$ cat src/rtl/sc_flags_pkg.sv
// shared constants, states and carriers for the smart card receive flags
package sc_flags_pkg;

  localparam int unsigned DATA_W     = 8;
  localparam int unsigned FIFO_DEPTH = 32;

  // clocks per elementary time unit; default is a plain value, adjust per card
  localparam logic [15:0] ETU_CLKS      = 16'h0174;
  localparam logic [15:0] ETU_LAST      = ETU_CLKS - 16'h0001;
  localparam logic [15:0] HALF_ETU_LAST = (ETU_CLKS >> 1) - 16'h0001;

  // start, eight data bits, parity
  localparam logic [3:0] FRAME_BITS  = 4'hA;
  localparam logic [3:0] PARITY_BIT  = 4'h9;
  localparam logic [3:0] START_BIT   = 4'h0;

  // flag positions inside the status vector
  localparam int unsigned FLAG_OVERRUN   = 3;
  localparam int unsigned FLAG_ERR_SIG   = 2;
  localparam int unsigned FLAG_PARITY    = 1;
  localparam int unsigned FLAG_RX_FULL   = 0;
  localparam logic [3:0]  FLAGS_RESET    = 4'h0;

  localparam logic [7:0] BUFFER_RESET = 8'h00;

  typedef struct packed {
    logic overrun_flag;
    logic error_signal_flag;
    logic parity_error_flag;
    logic receive_full_flag;
  } status_flags_t;

  typedef struct packed {
    logic          rd;
    logic          wr;
    status_flags_t wdata;
  } status_access_t;

  typedef enum logic [1:0] {
    RX_IDLE,
    RX_BITS,
    RX_WAIT_SLOT,
    RX_DRIVE_ERR
  } rx_state_t;

  typedef enum logic [1:0] {
    TX_IDLE,
    TX_BITS,
    TX_SLOT,
    TX_GUARD
  } tx_state_t;

endpackage : sc_flags_pkg

$ cat src/rtl/smart_card_rx_error_flags.sv
// smart card serial unit: receive error flags, receiver and transmitter
`timescale 1ns/10ps

module smart_card_rx_error_flags (
  input  wire logic                        clk,
  input  wire logic                        reset_n,
  input  wire logic                        smart_card_select,
  input  wire logic                        clocked_sync_mode,
  input  wire logic                        receiver_enable_bit,
  input  wire logic                        transmitter_enable_bit,
  input  wire sc_flags_pkg::status_access_t status_access,
  output sc_flags_pkg::status_flags_t      status,
  output logic [7:0]                       receive_data_buffer,
  input  wire logic                        tx_valid,
  output logic                             tx_ready,
  input  wire logic [7:0]                  tx_data,
  input  wire logic                        line_in,
  output logic                             line_out,
  output logic                             line_oe_n,
  output logic                             rx_busy,
  output logic                             tx_busy
);

  // line synchroniser and filter
  logic line_s1_q;
  logic line_s2_q;
  logic line_s3_q;
  logic line_q;
  logic line_prev_q;

  // flags and their read-arming
  logic [3:0] flag_q;
  logic [3:0] flag_d;
  logic [3:0] armed_q;
  logic [3:0] armed_d;
  logic [3:0] flag_set;
  logic [3:0] flag_clr;
  logic [3:0] wr_bits;

  // receiver
  sc_flags_pkg::rx_state_t rx_state_q;
  sc_flags_pkg::rx_state_t rx_state_d;
  logic [15:0] rx_cnt_q;
  logic [15:0] rx_cnt_d;
  logic [3:0]  rx_bit_q;
  logic [3:0]  rx_bit_d;
  logic [7:0]  rx_sh_q;
  logic [7:0]  rx_sh_d;
  logic        rx_par_q;
  logic        rx_par_d;
  logic [7:0]  rx_buf_q;

  // transmitter
  sc_flags_pkg::tx_state_t tx_state_q;
  sc_flags_pkg::tx_state_t tx_state_d;
  logic [15:0] tx_cnt_q;
  logic [15:0] tx_cnt_d;
  logic [3:0]  tx_bit_q;
  logic [3:0]  tx_bit_d;
  logic [9:0]  tx_sh_q;
  logic [9:0]  tx_sh_d;
  logic        drive_low_q;

  logic       fifo_valid;
  logic [7:0] fifo_data;

  wire        rx_tick      = (rx_cnt_q == 16'h0000);
  wire        tx_tick      = (tx_cnt_q == 16'h0000);
  wire        line_fell    = line_prev_q & ~line_q;
  wire        err_blocked  = flag_q[sc_flags_pkg::FLAG_OVERRUN] |
                             flag_q[sc_flags_pkg::FLAG_PARITY];
  // half duplex: never listen to our own character
  wire        rx_allowed   = receiver_enable_bit & ~err_blocked &
                             (tx_state_q == sc_flags_pkg::TX_IDLE);
  wire        rx_start     = (rx_state_q == sc_flags_pkg::RX_IDLE) &
                             rx_allowed & line_fell;
  wire        rx_sample    = (rx_state_q == sc_flags_pkg::RX_BITS) & rx_tick;
  wire        rx_false_st  = rx_sample & (rx_bit_q == sc_flags_pkg::START_BIT) &
                             line_q;
  wire        rx_done      = rx_sample & (rx_bit_q == sc_flags_pkg::PARITY_BIT);
  // even parity over data and parity bit
  wire        parity_bad   = rx_par_q ^ line_q;
  wire        rx_overrun   = rx_done & flag_q[sc_flags_pkg::FLAG_RX_FULL];
  wire        rx_par_fail  = rx_done & parity_bad & ~rx_overrun;
  wire        rx_clean     = rx_done & ~parity_bad & ~rx_overrun;
  wire        rx_load      = rx_par_fail | rx_clean;
  wire        send_err_sig = rx_done & parity_bad & smart_card_select;
  wire        tx_halt      = clocked_sync_mode & err_blocked;
  wire        tx_take      = (tx_state_q == sc_flags_pkg::TX_IDLE) &
                             (rx_state_q == sc_flags_pkg::RX_IDLE) &
                             fifo_valid & transmitter_enable_bit & ~tx_halt;
  wire        tx_slot_low  = (tx_state_q == sc_flags_pkg::TX_SLOT) & tx_tick &
                             ~line_q & smart_card_select;
  wire        tx_par       = ^fifo_data;
  wire        drive_low_d  = ((tx_state_d == sc_flags_pkg::TX_BITS) &
                              ~tx_sh_d[0]) |
                             (rx_state_d == sc_flags_pkg::RX_DRIVE_ERR);

  stream_fifo #(
    .WIDTH (sc_flags_pkg::DATA_W),
    .DEPTH (sc_flags_pkg::FIFO_DEPTH)
  ) u_tx_fifo (
    .clk       (clk),
    .reset_n   (reset_n),
    .in_valid  (tx_valid),
    .in_ready  (tx_ready),
    .in_data   (tx_data),
    .out_valid (fifo_valid),
    .out_ready (tx_take),
    .out_data  (fifo_data)
  );

  // flag events; set always beats a clear in the same cycle
  assign flag_set[sc_flags_pkg::FLAG_OVERRUN] = rx_overrun;
  assign flag_set[sc_flags_pkg::FLAG_ERR_SIG] = tx_slot_low;
  assign flag_set[sc_flags_pkg::FLAG_PARITY]  = rx_par_fail;
  assign flag_set[sc_flags_pkg::FLAG_RX_FULL] = rx_clean;

  assign wr_bits  = status_access.wdata;
  // only a 0 written to a bit that was read as 1 clears it
  assign flag_clr = {4{status_access.wr}} & armed_q & ~wr_bits;
  // the receiver enable takes no part here, so disabling keeps every flag
  assign flag_d   = flag_set | (flag_q & ~flag_clr);
  assign armed_d  = (armed_q | ({4{status_access.rd}} & flag_q)) &
                    ~flag_clr & flag_d;

  assign status              = flag_q;
  assign receive_data_buffer = rx_buf_q;
  assign line_out            = 1'b0;
  assign line_oe_n           = ~drive_low_q;
  assign rx_busy             = (rx_state_q != sc_flags_pkg::RX_IDLE);
  assign tx_busy             = (tx_state_q != sc_flags_pkg::TX_IDLE);

  always_comb begin
    rx_state_d = rx_state_q;
    rx_cnt_d   = rx_tick ? 16'h0000 : rx_cnt_q - 16'h0001;
    rx_bit_d   = rx_bit_q;
    rx_sh_d    = rx_sh_q;
    rx_par_d   = rx_par_q;
    unique case (rx_state_q)
      sc_flags_pkg::RX_IDLE: begin
        if (rx_start) begin
          rx_state_d = sc_flags_pkg::RX_BITS;
          rx_cnt_d   = sc_flags_pkg::HALF_ETU_LAST;
          rx_bit_d   = sc_flags_pkg::START_BIT;
          rx_par_d   = 1'b0;
        end
      end
      sc_flags_pkg::RX_BITS: begin
        if (rx_tick) begin
          rx_cnt_d = sc_flags_pkg::ETU_LAST;
          rx_bit_d = rx_bit_q + 4'h1;
          if (rx_bit_q != sc_flags_pkg::START_BIT &&
              rx_bit_q != sc_flags_pkg::PARITY_BIT) begin
            rx_sh_d  = {line_q, rx_sh_q[7:1]};
            rx_par_d = rx_par_q ^ line_q;
          end
          if (rx_false_st) begin
            rx_state_d = sc_flags_pkg::RX_IDLE;
          end else if (rx_done) begin
            rx_state_d = send_err_sig ? sc_flags_pkg::RX_WAIT_SLOT :
                                        sc_flags_pkg::RX_IDLE;
          end
        end
      end
      sc_flags_pkg::RX_WAIT_SLOT: begin
        // from mid parity to the error slot is one unit
        if (rx_tick) begin
          rx_state_d = sc_flags_pkg::RX_DRIVE_ERR;
          rx_cnt_d   = sc_flags_pkg::ETU_LAST;
        end
      end
      sc_flags_pkg::RX_DRIVE_ERR: begin
        if (rx_tick) begin
          rx_state_d = sc_flags_pkg::RX_IDLE;
        end
      end
    endcase
    // a disabled receiver abandons its frame but not its flags
    if (!receiver_enable_bit) begin
      rx_state_d = sc_flags_pkg::RX_IDLE;
    end
  end

  always_comb begin
    tx_state_d = tx_state_q;
    tx_cnt_d   = tx_tick ? 16'h0000 : tx_cnt_q - 16'h0001;
    tx_bit_d   = tx_bit_q;
    tx_sh_d    = tx_sh_q;
    unique case (tx_state_q)
      sc_flags_pkg::TX_IDLE: begin
        if (tx_take) begin
          tx_state_d = sc_flags_pkg::TX_BITS;
          tx_cnt_d   = sc_flags_pkg::ETU_LAST;
          tx_bit_d   = sc_flags_pkg::START_BIT;
          tx_sh_d    = {tx_par, fifo_data, 1'b0};
        end
      end
      sc_flags_pkg::TX_BITS: begin
        if (tx_tick) begin
          tx_cnt_d = sc_flags_pkg::ETU_LAST;
          tx_bit_d = tx_bit_q + 4'h1;
          tx_sh_d  = {1'b1, tx_sh_q[9:1]};
          if (tx_bit_q == sc_flags_pkg::FRAME_BITS - 4'h1) begin
            tx_state_d = sc_flags_pkg::TX_SLOT;
          end
        end
      end
      sc_flags_pkg::TX_SLOT: begin
        // sample the middle of the card's error slot
        if (tx_tick) begin
          tx_state_d = sc_flags_pkg::TX_GUARD;
          tx_cnt_d   = sc_flags_pkg::ETU_LAST;
        end
      end
      sc_flags_pkg::TX_GUARD: begin
        if (tx_tick) begin
          tx_state_d = sc_flags_pkg::TX_IDLE;
        end
      end
    endcase
    if (!transmitter_enable_bit) begin
      tx_state_d = sc_flags_pkg::TX_IDLE;
      tx_sh_d    = {10{1'b1}};
    end
  end

  always_ff @(posedge clk or negedge reset_n) begin
    if (!reset_n) begin
      line_s1_q   <= 1'b1;
      line_s2_q   <= 1'b1;
      line_s3_q   <= 1'b1;
      line_q      <= 1'b1;
      line_prev_q <= 1'b1;
    end else begin
      line_s1_q   <= line_in;
      line_s2_q   <= line_s1_q;
      line_s3_q   <= line_s2_q;
      line_prev_q <= line_q;
      if (line_s2_q == line_s3_q) begin
        line_q <= line_s3_q;
      end
    end
  end

  always_ff @(posedge clk or negedge reset_n) begin
    if (!reset_n) begin
      flag_q  <= sc_flags_pkg::FLAGS_RESET;
      armed_q <= 4'h0;
      rx_buf_q <= sc_flags_pkg::BUFFER_RESET;
    end else begin
      flag_q  <= flag_d;
      armed_q <= armed_d;
      if (rx_load) begin
        rx_buf_q <= rx_sh_q;
      end
    end
  end

  always_ff @(posedge clk or negedge reset_n) begin
    if (!reset_n) begin
      rx_state_q <= sc_flags_pkg::RX_IDLE;
      rx_cnt_q   <= 16'h0000;
      rx_bit_q   <= 4'h0;
      rx_sh_q    <= 8'h00;
      rx_par_q   <= 1'b0;
    end else begin
      rx_state_q <= rx_state_d;
      rx_cnt_q   <= rx_cnt_d;
      rx_bit_q   <= rx_bit_d;
      rx_sh_q    <= rx_sh_d;
      rx_par_q   <= rx_par_d;
    end
  end

  always_ff @(posedge clk or negedge reset_n) begin
    if (!reset_n) begin
      tx_state_q  <= sc_flags_pkg::TX_IDLE;
      tx_cnt_q    <= 16'h0000;
      tx_bit_q    <= 4'h0;
      tx_sh_q     <= 10'h3FF;
      drive_low_q <= 1'b0;
    end else begin
      tx_state_q  <= tx_state_d;
      tx_cnt_q    <= tx_cnt_d;
      tx_bit_q    <= tx_bit_d;
      tx_sh_q     <= tx_sh_d;
      drive_low_q <= drive_low_d;
    end
  end

endmodule : smart_card_rx_error_flags

$ cat src/rtl/stream_fifo.sv
// parameterised stream fifo with a registered output stage
`timescale 1ns/10ps
module stream_fifo #(
  parameter int unsigned WIDTH = 8,
  parameter int unsigned DEPTH = 32
) (
  input  wire logic             clk,
  input  wire logic             reset_n,
  input  wire logic             in_valid,
  output logic                  in_ready,
  input  wire logic [WIDTH-1:0] in_data,
  output logic                  out_valid,
  input  wire logic             out_ready,
  output logic      [WIDTH-1:0] out_data
);

  localparam int unsigned AW = $clog2(DEPTH);

  logic [WIDTH-1:0] mem [DEPTH];
  logic [AW-1:0]    wr_ptr_q;
  logic [AW-1:0]    rd_ptr_q;
  logic [AW:0]      mem_cnt_q;
  logic [AW:0]      total;
  logic             out_valid_q;
  logic [WIDTH-1:0] out_data_q;
  wire              push;
  wire              pop;
  wire              load;

  // the output register counts toward depth so full is honest
  assign total     = mem_cnt_q + {{AW{1'b0}}, out_valid_q};
  assign in_ready  = (total < (AW+1)'(DEPTH));
  assign push      = in_valid & in_ready;
  assign pop       = out_valid_q & out_ready;
  assign load      = (mem_cnt_q != '0) & (~out_valid_q | pop);
  assign out_valid = out_valid_q;
  assign out_data  = out_data_q;

  always_ff @(posedge clk) begin
    if (push) begin
      mem[wr_ptr_q] <= in_data;
    end
  end

  always_ff @(posedge clk or negedge reset_n) begin
    if (!reset_n) begin
      wr_ptr_q    <= '0;
      rd_ptr_q    <= '0;
      mem_cnt_q   <= '0;
      out_valid_q <= 1'b0;
      out_data_q  <= '0;
    end else begin
      if (push) begin
        wr_ptr_q <= wr_ptr_q + 1'b1;
      end
      if (load) begin
        rd_ptr_q   <= rd_ptr_q + 1'b1;
        out_data_q <= mem[rd_ptr_q];
      end
      if (push && !load) begin
        mem_cnt_q <= mem_cnt_q + 1'b1;
      end else if (load && !push) begin
        mem_cnt_q <= mem_cnt_q - 1'b1;
      end
      if (load) begin
        out_valid_q <= 1'b1;
      end else if (pop) begin
        out_valid_q <= 1'b0;
      end
    end
  end

endmodule : stream_fifo

$ cat config.mk
export PLATFORM = sky130hd
export DESIGN_NAME = smart_card_rx_error_flags
export DESIGN_NICKNAME = d
export VERILOG_FILES = /design/src/rtl/sc_flags_pkg.sv /design/src/rtl/smart_card_rx_error_flags.sv /design/src/rtl/stream_fifo.sv
export SDC_FILE = /design/constraint.sdc
export NUM_CORES = 1
export LEC_CHECK = 0
export ABC_AREA = 1
export BUFFER_PORTS_ARGS = -buffer_cell sky130_fd_sc_hd__buf_2
export CAP_MARGIN = 20
export CORE_ASPECT_RATIO = 1.25
export CORE_MARGIN = 8
export CORE_UTILIZATION = 35
export DETAILED_ROUTE_END_ITERATION = 10
export PLACE_DENSITY_LB_ADDON = 0.1
export SLEW_MARGIN = 10
export SYNTH_ARGS = -nofsm -noshare
export SYNTH_HDL_FRONTEND = slang
export SYNTH_SLANG_ARGS = --single-unit
$ cat constraint.sdc
create_clock -name clk -period 5.54 [get_ports clk]
set_input_delay 0.277 -clock clk [delete_from_list [all_inputs] [get_ports clk]]
set_output_delay 0.277 -clock clk [all_outputs]
set_load 0.03 [all_outputs]
==> results.py, run 1 <==
metrics = {
    "outcome": {
        "run_status": "complete, no violations",
    },
    "logic_synthesis": {
        "synth.cells.most_frequent": "nand2_1 (268), edfxtp_1 (256), nor2_1 (147), inv_1 (115), nand3_1 (112)",
        "synth.yosys.seq_area_share": 0.648,
        "synth-main-ff-cell": "edfxtp_1",
        "yosys.cell_count.top_type": "nand2_1",
        "post_synth_instance_area_mm2": 0.0161,
        "synthesized_instance_count": 1486,
        "yosys-mux-area-fraction": 0,
        "synth.lib_cells_used.distinct": 48,
        "synth_top_family_by_area": "simple AND/OR/NAND/NOR gates",
        "synth_simple_gate_area_share": 0.161,
        "synth-async-reset-ratio": 0.301,
        "synth_edf_count": 256,
        "fraction_of_the_mapped_netlist_area_in_compound_gates": 0.0948,
        "synth_adder_area_share": 0.0259,
        "synth_area_leaders": "edfxtp_1 (48%), dfrtp_1 (15%), nand2_1 (6.2%)",
        "synth.yosys.warnings": 0,
        "synth-seq-cells": 366,
        "synthXorXnorAreaFrac": 0.0228,
        "syn-mean-instance-area_um2": 10.9,
        "synth_nets": 1540,
        "yosysTopAreaCellShare": 0.476,
        "library_cell_occupying_the_most_area_in_the_post_synthesis_netlist": "edfxtp_1",
    },
    "power_and_ir_drop": {
        "clockPowerShare": 0.283,
        "switching_share_of_power": 0.389,
        "ir_drop_worst_vdd_mv": 0.239,
        "leakagePower_nw": 7.00,
        "power.total_mw": 9.79,
        "internal_power_mw": 5.99,
        "net-switching-power_mw": 3.81,
        "power_frac_comb": 0.340,
        "p_per_area_mw_per_mm2": 535,
        "seqPwrFrac": 0.377,
    },
    "timing": {
        "rsz_0062_raised_after_global_routing": "no",
        "clock.fmax_mhz": 304,
        "finalSetupViolCount": 0,
        "final_max_slew_viol_count": 0,
        "clock-skew-final_ns": 0.0303,
        "hold_slack_ns": 0.0539,
        "tightest_slew_ns": 0.957,
        "timing.max_slew.rel_slack": 0.360,
        "timing.final.hold_violations": 0,
        "period_needed_ns": 3.29,
        "fin_setup_tns_ns": 0,
        "post-route-period-util": 0.594,
    },
    "worst_setup_path": {
        "worstSetupStartpointType": "flop",
        "critical_path.endpoint_type": "flop",
        "setup.worst_path.class": "flop to flop",
        "required_ns": 6.01,
        "max_stage_delay_ns": 0.44,
        "endpoint": "u_tx_fifo.mem_cnt_q[5]",
        "path_cells": "inv_1, ha_1, nand2_1, nor3_2, nand2_2, nand2_1, nand2_2, ha_1, inv_1, ha_1, nand3_1, nand3_1, nand2_1, nand2_1, a21oi_1, xor2_1, nand2_1, o21ai_0",
        "critical_path_peak_fanout": 13,
        "critical_path.reg2reg.endpoint": "u_tx_fifo.mem_cnt_q[5]",
        "r2r.worst_path.cells": 18,
        "worst_setup_path_start": "tx_state_q[0]",
        "critical_path.reg2reg.startpoint": "tx_state_q[0]",
        "timing.critical_path.mode_cell": "nand2_1",
        "crit_slowest_cell": "dfrtp_1",
        "worst_ep_arrival_ns": 3.76,
        "regToRegSetupSlack_ns": 2.25,
    },
    "clocking": {
        "clock_transition_time_at_the_flip_flop_clock_pins_of_the_worst_setup_and_hold_paths_ns": 0.05,
        "cts_resized": 0,
        "cts_hold_repair.buffers": 7,
        "tritoncts.num_buffers": 42,
        "clock-root-buffer": "clkbuf_16",
        "clkSinkCount": 366,
        "cts_tree": "done",
        "ctsHtreeMaxLevel": 2,
        "worstSkewPairLatency_ns": 0.58,
        "cts.path.max_buffers": 3,
        "post_cts_setup_bufs": 0,
    },
    "floorplan": {
        "std_cell_rows": 88,
        "start_util": 0.352,
        "die-area_mm2": 0.0533,
        "core_mm2": 0.0458,
        "top_level_ports": 39,
        "chipHeight_um": 256,
        "die_x_um": 208,
    },
    "detailed_routing": {
        "drt-vias-per-instance": 5.02,
        "detail_route.iter0.violations": 602,
        "via_count": 10800,
        "routed_wl_um": 42300,
        "met3RoutedLength_um": 1420,
        "wire_per_inst_um": 19.7,
        "top_signal_layer_used": "met4",
        "dr_wl_met2_um": 21400,
        "detailed_route_wire_length_on_metal_1_um": 18000,
        "postRouteAntennaNets": 0,
        "drt-pass1-iter-count": 5,
        "post_route_drc": 0,
    },
    "global_route": {
        "grt_overflow": 0,
        "via_count_of_the_first_global_routing_pass": 11200,
        "grt_util_all_layers": 0.160,
        "antenna_found_initial": 0,
        "largest_net_degree_at_the_start_of_global_routing": 76,
        "first_pass_grt_wire_length_um": 66200,
    },
    "layout": {
        "final_util": 0.400,
        "final_nets": 1578,
        "syn2layout_area_growth_pct": 13.4,
        "design_area_mm2": 0.0183,
        "antenna_cells": 0,
        "share_of_post_route_cells_with_drive_strength_above_1": 0.110,
    },
    "placed_design": {
        "place_congestion": 0.793,
        "dp_hpwl_um": 27000,
        "place.port_buffers": 37,
        "placedInstanceArea_mm2": 0.0169,
    },
    "flow_run": {
        "max-cap-violations": 0,
    },
    "worst_hold_path": {
        "min_path_type": "primary input to flop",
    },
}
[metal layers]
layer  track usage  vias up
met4        0.0618        0
met2         0.284      179
met1         0.194     5304
li1              -     5221
met5             0        -
met3        0.0233       62
[how the worst min path moves through the flow]
| stage | start | end | slack, ns | cells past startpoint |
|---|---|---|---|---|
| finish | transmitter_enable_bit | tx_sh_q[9] | 0.05 | 3 |
| global route | transmitter_enable_bit | tx_sh_q[9] | 0.04 | 3 |
| CTS | transmitter_enable_bit | tx_sh_q[9] | 0.01 | 3 |
| detailed placement | line_s1_q | line_s2_q | 0.35 | 0 |
| global placement | line_s1_q | line_s2_q | 0.35 | 0 |
| floorplan | reset_n | armed_q[0] | -0.02 | 0 |
[critical path: cells and delay by family, from the launching register on]
family,cells,cell delay (ns)
AOI/OAI and AO/OA,2,0.23
xor gates and xnor gates,1,0.16
adders and majority gates,3,0.92
buffers and inverters,2,0.32
DFF,1,0.44
and+or+nand+nor,10,1.14
[flip-flops by register name (all words and copies together) (netlist names), 4 cells and up]
register             cells
rx_bit_q                 4
u_tx_fifo.mem_cnt_q      6
tx_sh_q                 10
tx_bit_q                 4
rx_sh_q                  8
rx_cnt_q                16
u_tx_fifo.wr_ptr_q       5
u_tx_fifo.out_data       8
status                   4
receive_data_buffer      8
armed_q                  4
u_tx_fifo.mem          256
tx_cnt_q                16
u_tx_fifo.rd_ptr_q       5
[power by group through the flow]
stage	Clock [mW]	Combinational [mW]	Sequential (mW)
floorplan	0	2.46	3.59
global placement	0	3.37	3.75
detailed placement	0	3.38	3.74
CTS	2.86	3.39	3.70
global route	2.95	3.79	3.75
finish	2.77	3.33	3.70
[cells by family (layout without fill, tap and decap cells)]
| logic type | count (synthesis) | in the layout |
|---|---|---|
| AND/OR/NAND/NOR | 601 | 601 |
| flip-flops | 366 | 366 |
| AO/OA/AOI/OAI | 258 | 258 |
| buffers and inverters | 185 | 257 |
| XOR/XNOR | 42 | 42 |
| adder cells (fa/ha/maj) | 33 | 33 |
| other | 1 | 1 |
[placed cells by master (no fill, tap or decap), types with 7 or more instances in the layout]
cell type / n
dfrtp_1: 94
clkbuf_1: 15
clkbuf_16: 43
nand2_2: 9
nor3_1: 11
nor2_1: 147
dfstp_2: 15
nor2_2: 11
o211ai_1: 50
o21ai_0: 95
buf_2: 36
inv_1: 115
dlygate4sd3_1: 7
o21ai_1: 9
nand3_1: 112
xor2_1: 28
buf_4: 8
xnor2_1: 14
edfxtp_1: 256
a21boi_0: 9
a21oi_1: 61
o21ai_2: 9
ha_1: 31
nand4_1: 30
o22ai_1: 9
inv_2: 8
nand2_1: 268
[metrics by stage]
| step | cells | setup slack, ns |
|---|---|---|
| 3_3_place_gp | 2057 | 2.31 |
| 4_1_cts | 2143 | 2.23 |
| 5_1_grt | 2143 | 1.74 |
| 6_report | 2143 | 2.25 |
| 2_1_floorplan | 1486 | 2.70 |
| 3_5_place_dp | 2058 | 2.25 |
[layout make-up]
class | instances | area (µm²)
Clock buffer | 63 | 1200
Multi-Input combinational cell | 935 | 4920
Fill cell | 4462 | 27500
Inverter | 127 | 479
Timing Repair Buffer | 52 | 330
Clock inverter | 15 | 178
Tap cell | 585 | 732
Sequential cell | 366 | 10500
Power figures use the tool's default switching activity.
==> run 2: changes to the inputs <==
==> constraint.sdc (replaced) <==
create_clock -name clk -period 2.6 [get_ports clk]
set_input_delay 0.13 -clock clk [delete_from_list [all_inputs] [get_ports clk]]
set_output_delay 0.13 -clock clk [all_outputs]
set_load 0.03 [all_outputs]
==> results.py, run 2 (synthesis results as in run 1) <==
metrics = {
    "outcome": {
        "run_status": "complete, no violations",
    },
    "timing": {
        "final_max_slew_viol_count": 0,
        "tightest_slew_ns": 0.816,
        "fin_setup_tns_ns": 0,
        "finalSetupViolCount": 0,
        "period_needed_ns": 2.43,
        "timing.max_slew.rel_slack": 0.456,
        "hold_slack_ns": 0.0644,
        "clock.fmax_mhz": 411,
        "rsz_0062_raised_after_global_routing": "no",
        "post-route-period-util": 0.936,
        "clock-skew-final_ns": 0.0289,
        "timing.final.hold_violations": 0,
    },
    "clocking": {
        "clkSinkCount": 366,
        "tritoncts.num_buffers": 41,
        "clock_transition_time_at_the_flip_flop_clock_pins_of_the_worst_setup_and_hold_paths_ns": 0.06,
        "clock-root-buffer": "clkbuf_16",
        "cts_tree": "done",
        "worstSkewPairLatency_ns": 0.58,
        "cts.path.max_buffers": 3,
        "ctsHtreeMaxLevel": 2,
    },
    "worst_setup_path": {
        "cp_num_cells": 18,
        "timing.critical_path.mode_cell": "nand2_2",
        "max_stage_delay_ns": 0.39,
        "worst-path-buf-inv": 2,
        "worst_ep_arrival_ns": 2.92,
        "critical_path_peak_fanout": 5,
        "setup.worst_path.class": "flop to flop",
        "path_cells": "inv_2, ha_4, nand2_1, nor3_2, nand2_2, nand2_2, nand2_2, ha_4, inv_6, ha_1, nand3_1, nand3_2, nand2_2, nand2_1, a21oi_2, xor2_1, nand2_1, o21ai_1",
        "worstSetupStartpointType": "flop",
        "critical_path.reg2reg.startpoint": "tx_state_q[1]",
        "worst_setup_path_start": "tx_state_q[1]",
        "critical_path.endpoint_type": "flop",
        "required_ns": 3.09,
        "crit_slowest_cell": "dfrtp_1",
        "critical-path-top-delay-family": "simple AND/OR/NAND/NOR gates",
        "r2r.worst_path.cells": 18,
    },
    "flow_run": {
        "max-cap-violations": 0,
    },
    "floorplan": {
        "top_level_ports": 39,
        "start_util": 0.352,
        "core_mm2": 0.0458,
        "std_cell_rows": 88,
        "die-area_mm2": 0.0533,
        "die_x_um": 208,
        "chipHeight_um": 256,
    },
    "worst_hold_path": {
        "worst_hold_stages": 5,
        "hold_path.startpoint": "clocked_sync_mode",
        "min_path_type": "primary input to flop",
    },
    "power_and_ir_drop": {
        "p_per_area_mw_per_mm2": 1140,
        "ir_drop_worst_vdd_mv": 0.566,
        "leakagePower_nw": 7.45,
    },
    "layout": {
        "largest_reg_flops": 256,
        "final_util": 0.416,
        "final_nets": 1654,
        "antenna_cells": 0,
        "reg.largest.list": "u_tx_fifo.mem: 256 flops, rx_cnt_q: 16 flops, tx_cnt_q: 16 flops",
        "layout.cells.most_common_list": "nand2_1 (266), edfxtp_1 (256), nor2_1 (147)",
        "finalNonFillerCells": 2218,
        "syn2layout_area_growth_pct": 18.1,
        "regMostFlops": "u_tx_fifo.mem",
        "final_common_cell": "nand2_1",
        "fillCellCount": 4415,
        "share_of_post_route_cells_with_drive_strength_above_1": 0.156,
    },
    "detailed_routing": {
        "via_count": 10900,
        "wire_per_inst_um": 18.5,
        "postRouteAntennaNets": 0,
        "routed_wl_um": 41100,
        "drt-pass1-iter-count": 4,
        "drt-vias-per-instance": 4.91,
        "post_route_drc": 0,
        "detail_route.iter0.violations": 699,
    },
    "global_route": {
        "via_count_of_the_first_global_routing_pass": 11300,
        "antenna_found_initial": 0,
        "grt_overflow": 0,
        "largest_net_degree_at_the_start_of_global_routing": 94,
        "first_pass_grt_wire_length_um": 65300,
        "grt_util_all_layers": 0.156,
    },
    "placed_design": {
        "dp_hpwl_um": 26700,
        "placed_cells": 2125,
        "place.port_buffers": 37,
        "place_congestion": 0.785,
    },
}
## run 2: changes by cell type in the layout (fill, tap and decap cells not counted), sizes merged
cell	before	now
clkinv	12	10
clkbuf	63	60
bufinv	3	6
dlygate4sd3	7	15
inv	124	126
clkinvlp	3	1
buf	45	114
## run 2: power by group
group	switching (mW)	internal (mW)
clock	2.41	3.73
combinational	5.13	2.68
sequential	0.644	7.07
## run 2: final cells by class
type | instances | area [µm²] | share of cell area
clock buffer | 60 | 1170 | 0.0613
clock inverter | 16 | 262 | 0.0137
tap | 585 | 732 | 0.0384
sequential | 366 | 10500 | 0.549
inverter | 127 | 484 | 0.0254
multi-input combinational | 935 | 4980 | 0.262
timing repair buffer | 129 | 966 | 0.0507
## run 2: stage by stage
stage	power [mW]	setup WS, ns	instance area [µm²]
6_report	21.7	0.166	19100
3_3_place_gp	15.6	0.164	17400
3_5_place_dp	15.7	0.136	17400
4_1_cts	21.9	0.119	19000
5_1_grt	23.2	0.00304	19100
2_1_floorplan	13.0	0.0205	16200
## run 2: what timing repair did
action	CTS	global route
hold buffers	15	0
endpoints found under the hold margin	60	0
resized for setup	0	7
endpoints found under the setup margin	0	1
buffers inserted	0	2
## run 2: worst register-to-register path, cell delays in order, from the launching register on
cell,delay (ns)
dfrtp_1,0.39
inv_2,0.11
ha_4,0.14
nand2_1,0.07
nor3_2,0.19
nand2_2,0.08
nand2_2,0.10
nand2_2,0.07
ha_4,0.18
inv_6,0.07
ha_1,0.23
nand3_1,0.09
nand3_2,0.08
nand2_2,0.07
nand2_1,0.06
a21oi_2,0.13
xor2_1,0.16
nand2_1,0.07
o21ai_1,0.07
## run 2: final timing paths
check,end,slack (ns)
setup / recovery,u_tx_fifo.mem_cnt_q[5],0.17
hold / removal,u_tx_fifo.out_valid,0.06
setup reg to reg,u_tx_fifo.mem_cnt_q[5],0.17
hold reg to reg,line_s2_q,0.36
max in group asynchronous,tx_sh_q[7],1.76
min in group asynchronous,tx_cnt_q[5],0.12
## run 2: layer usage
metal	vias to the layer above	share of wire	global-route usage
li1	5380	-	-
met1	5259	0.43	0.190
met2	184	0.51	0.277
met3	67	0.034	0.0265
met4	0	0.026	0.0474
met5	-	0	0
==> run 3: changes to the inputs <==
--- a/config.mk
+++ b/config.mk
@@ -10,7 +10,7 @@
 export CAP_MARGIN = 20
 export CORE_ASPECT_RATIO = 1.25
 export CORE_MARGIN = 8
-export CORE_UTILIZATION = 35
+export CORE_UTILIZATION = 48
 export DETAILED_ROUTE_END_ITERATION = 10
 export PLACE_DENSITY_LB_ADDON = 0.1
 export SLEW_MARGIN = 10
==> constraint.sdc (replaced) <==
create_clock -name clk -period 2.45 [get_ports clk]
set_input_delay 0.1225 -clock clk [delete_from_list [all_inputs] [get_ports clk]]
set_output_delay 0.1225 -clock clk [all_outputs]
set_load 0.03 [all_outputs]
==> results.py, run 3 (synthesis results as in run 1) <==
metrics = {
    "clocking": {
        "cts.path.max_buffers": 3,
        "clock_transition_time_at_the_flip_flop_clock_pins_of_the_worst_setup_and_hold_paths_ns": 0.06,
        "cts_tree": "done",
        "tritoncts.num_buffers": 39,
        "worstSkewPairLatency_ns": 0.53,
        "clock-root-buffer": "clkbuf_16",
        "clkSinkCount": 366,
        "ctsHtreeMaxLevel": 2,
    },
    "layout": {
        "syn2layout_area_growth_pct": 15.5,
        "largest_reg_flops": 256,
        "regMostFlops": "u_tx_fifo.mem",
        "reg.largest.list": "u_tx_fifo.mem: 256 flops, rx_cnt_q: 16 flops, tx_cnt_q: 16 flops",
        "fillCellCount": 2907,
        "multi_input_comb_area_mm2": 0.00503,
        "share_of_post_route_cells_with_drive_strength_above_1": 0.151,
        "total_area_of_sequential_cells_mm2": 0.0105,
        "layout.cells.most_common_list": "nand2_1 (262), edfxtp_1 (256), nor2_1 (147)",
        "final_nets": 1640,
        "design_area_mm2": 0.0186,
        "final_common_cell": "nand2_1",
        "antenna_cells": 0,
    },
    "floorplan": {
        "die_x_um": 180,
        "core_mm2": 0.0333,
        "die-area_mm2": 0.0398,
        "start_util": 0.485,
        "std_cell_rows": 75,
        "chipHeight_um": 221,
        "top_level_ports": 39,
    },
    "worst_hold_path": {
        "min_path_type": "primary input to flop",
        "hold_path.startpoint": "smart_card_select",
    },
    "worst_setup_path": {
        "worstSetupStartpointType": "flop",
        "regToRegSetupSlack_ns": 0.10,
        "r2r.worst_path.cells": 18,
        "critical_path.reg2reg.startpoint": "tx_state_q[0]",
        "critical_path_peak_fanout": 5,
        "critical_path.reg2reg.endpoint": "u_tx_fifo.mem_cnt_q[5]",
        "endpoint": "u_tx_fifo.mem_cnt_q[5]",
        "worst_setup_path_start": "tx_state_q[0]",
        "required_ns": 2.90,
        "setup.worst_path.class": "flop to flop",
        "critical_path.endpoint_type": "flop",
        "worst_ep_arrival_ns": 2.80,
    },
    "power_and_ir_drop": {
        "ir_drop_worst_vdd_mv": 0.696,
        "leakagePower_nw": 7.32,
        "p_per_area_mw_per_mm2": 1190,
    },
    "timing": {
        "clock-skew-final_ns": 0.0156,
        "timing.max_slew.rel_slack": 0.441,
        "hold_slack_ns": 0.0303,
        "post-route-period-util": 0.958,
        "tightest_slew_ns": 0.838,
        "finalSetupViolCount": 0,
        "period_needed_ns": 2.35,
        "timing.final.hold_violations": 0,
        "rsz_0062_raised_after_global_routing": "yes",
        "final_max_slew_viol_count": 0,
        "clock.fmax_mhz": 426,
    },
    "detailed_routing": {
        "wire_per_inst_um": 18.2,
        "detail_route.iter0.violations": 741,
        "via_count": 10800,
        "drt-vias-per-instance": 5.29,
        "drt-pass1-iter-count": 5,
        "postRouteAntennaNets": 0,
        "routed_wl_um": 37100,
        "post_route_drc": 0,
    },
    "global_route": {
        "grt_util_all_layers": 0.187,
        "largest_net_degree_at_the_start_of_global_routing": 133,
        "via_count_of_the_first_global_routing_pass": 10800,
        "antenna_found_initial": 0,
        "first_pass_grt_wire_length_um": 59200,
        "grt_overflow": 0,
    },
    "placed_design": {
        "dp_hpwl_um": 23800,
        "place.port_buffers": 37,
        "placedInstanceArea_mm2": 0.0172,
        "place_congestion": 0.839,
    },
    "flow_run": {
        "max-cap-violations": 0,
    },
    "outcome": {
        "run_status": "complete, no violations",
    },
}
==> run 3: power breakdown <==
part           leakage [nW]  internal, mW  total [mW]  switching, mW
logic                  3.00          2.79        8.14           5.34
registers              3.70          7.50        8.17          0.675
clock network         0.614          3.47        5.85           2.38
==> run 3: critical path: stages, from the launching register on <==
cell and delay [ns]:
dfrtp_1 0.39, inv_2 0.11, ha_4 0.16, nand2_4 0.05
nor3_2 0.16, nand2_2 0.07, nand2_2 0.10, nand2_4 0.06
ha_4 0.17, inv_6 0.08, ha_4 0.21, nand3_2 0.07
nand3_2 0.07, nand2_2 0.08, nand2_1 0.06, a21oi_2 0.14
xor2_1 0.15, nand2_1 0.07, o21ai_1 0.06
==> run 3: how the worst min path moves through the flow <==
stage / to / slack (ns) / cells after the start
5_1_grt: armed_q[2] / 0.05 / 4
6_report: armed_q[2] / 0.03 / 4
3_3_place_gp: tx_cnt_q[4] / 0.16 / 1
3_5_place_dp: tx_cnt_q[4] / 0.16 / 1
4_1_cts: armed_q[2] / 0.02 / 4
2_1_floorplan: armed_q[0] / -0.17 / 0
==> run 3: metrics by stage <==
stage          power, mW  std cells  utilization  setup WS (ns)  setup TNS (ns)
2_1_floorplan       13.8       1486            -        -0.0349         -0.0349
3_3_place_gp        16.2       1950        0.515         0.0839               0
3_5_place_dp        16.3       1950        0.515         0.0660               0
4_1_cts             22.2       2035        0.557         0.0321               0
5_1_grt             23.6       2040        0.560        -0.0623          -0.134
6_report            22.2       2040        0.560          0.102               0
==> run 3: routing by layer <==
layer  vias up  GRT usage  share of wire
met4         0     0.0767          0.038
met2       206      0.328           0.51
li1       5338          -              -
met3        84     0.0269          0.037
met1      5167      0.229           0.42
met5         -          0              0
==> run 3: area by class of cell <==
cell class | instances | area share
Tap cell | 423 | 0.0284
Timing Repair Buffer | 117 | 0.0467
Clock inverter | 20 | 0.0114
Clock buffer | 52 | 0.0566
Inverter | 127 | 0.0260
Multi-Input combinational cell | 935 | 0.270
Sequential cell | 366 | 0.561
==> run 3: repair_timing <==
action,in CTS,in global routing
hold endpoints to repair,56,0
hold buffers,13,0
setup endpoints to repair,0,67
resized for setup,0,13
buffers inserted,0,5
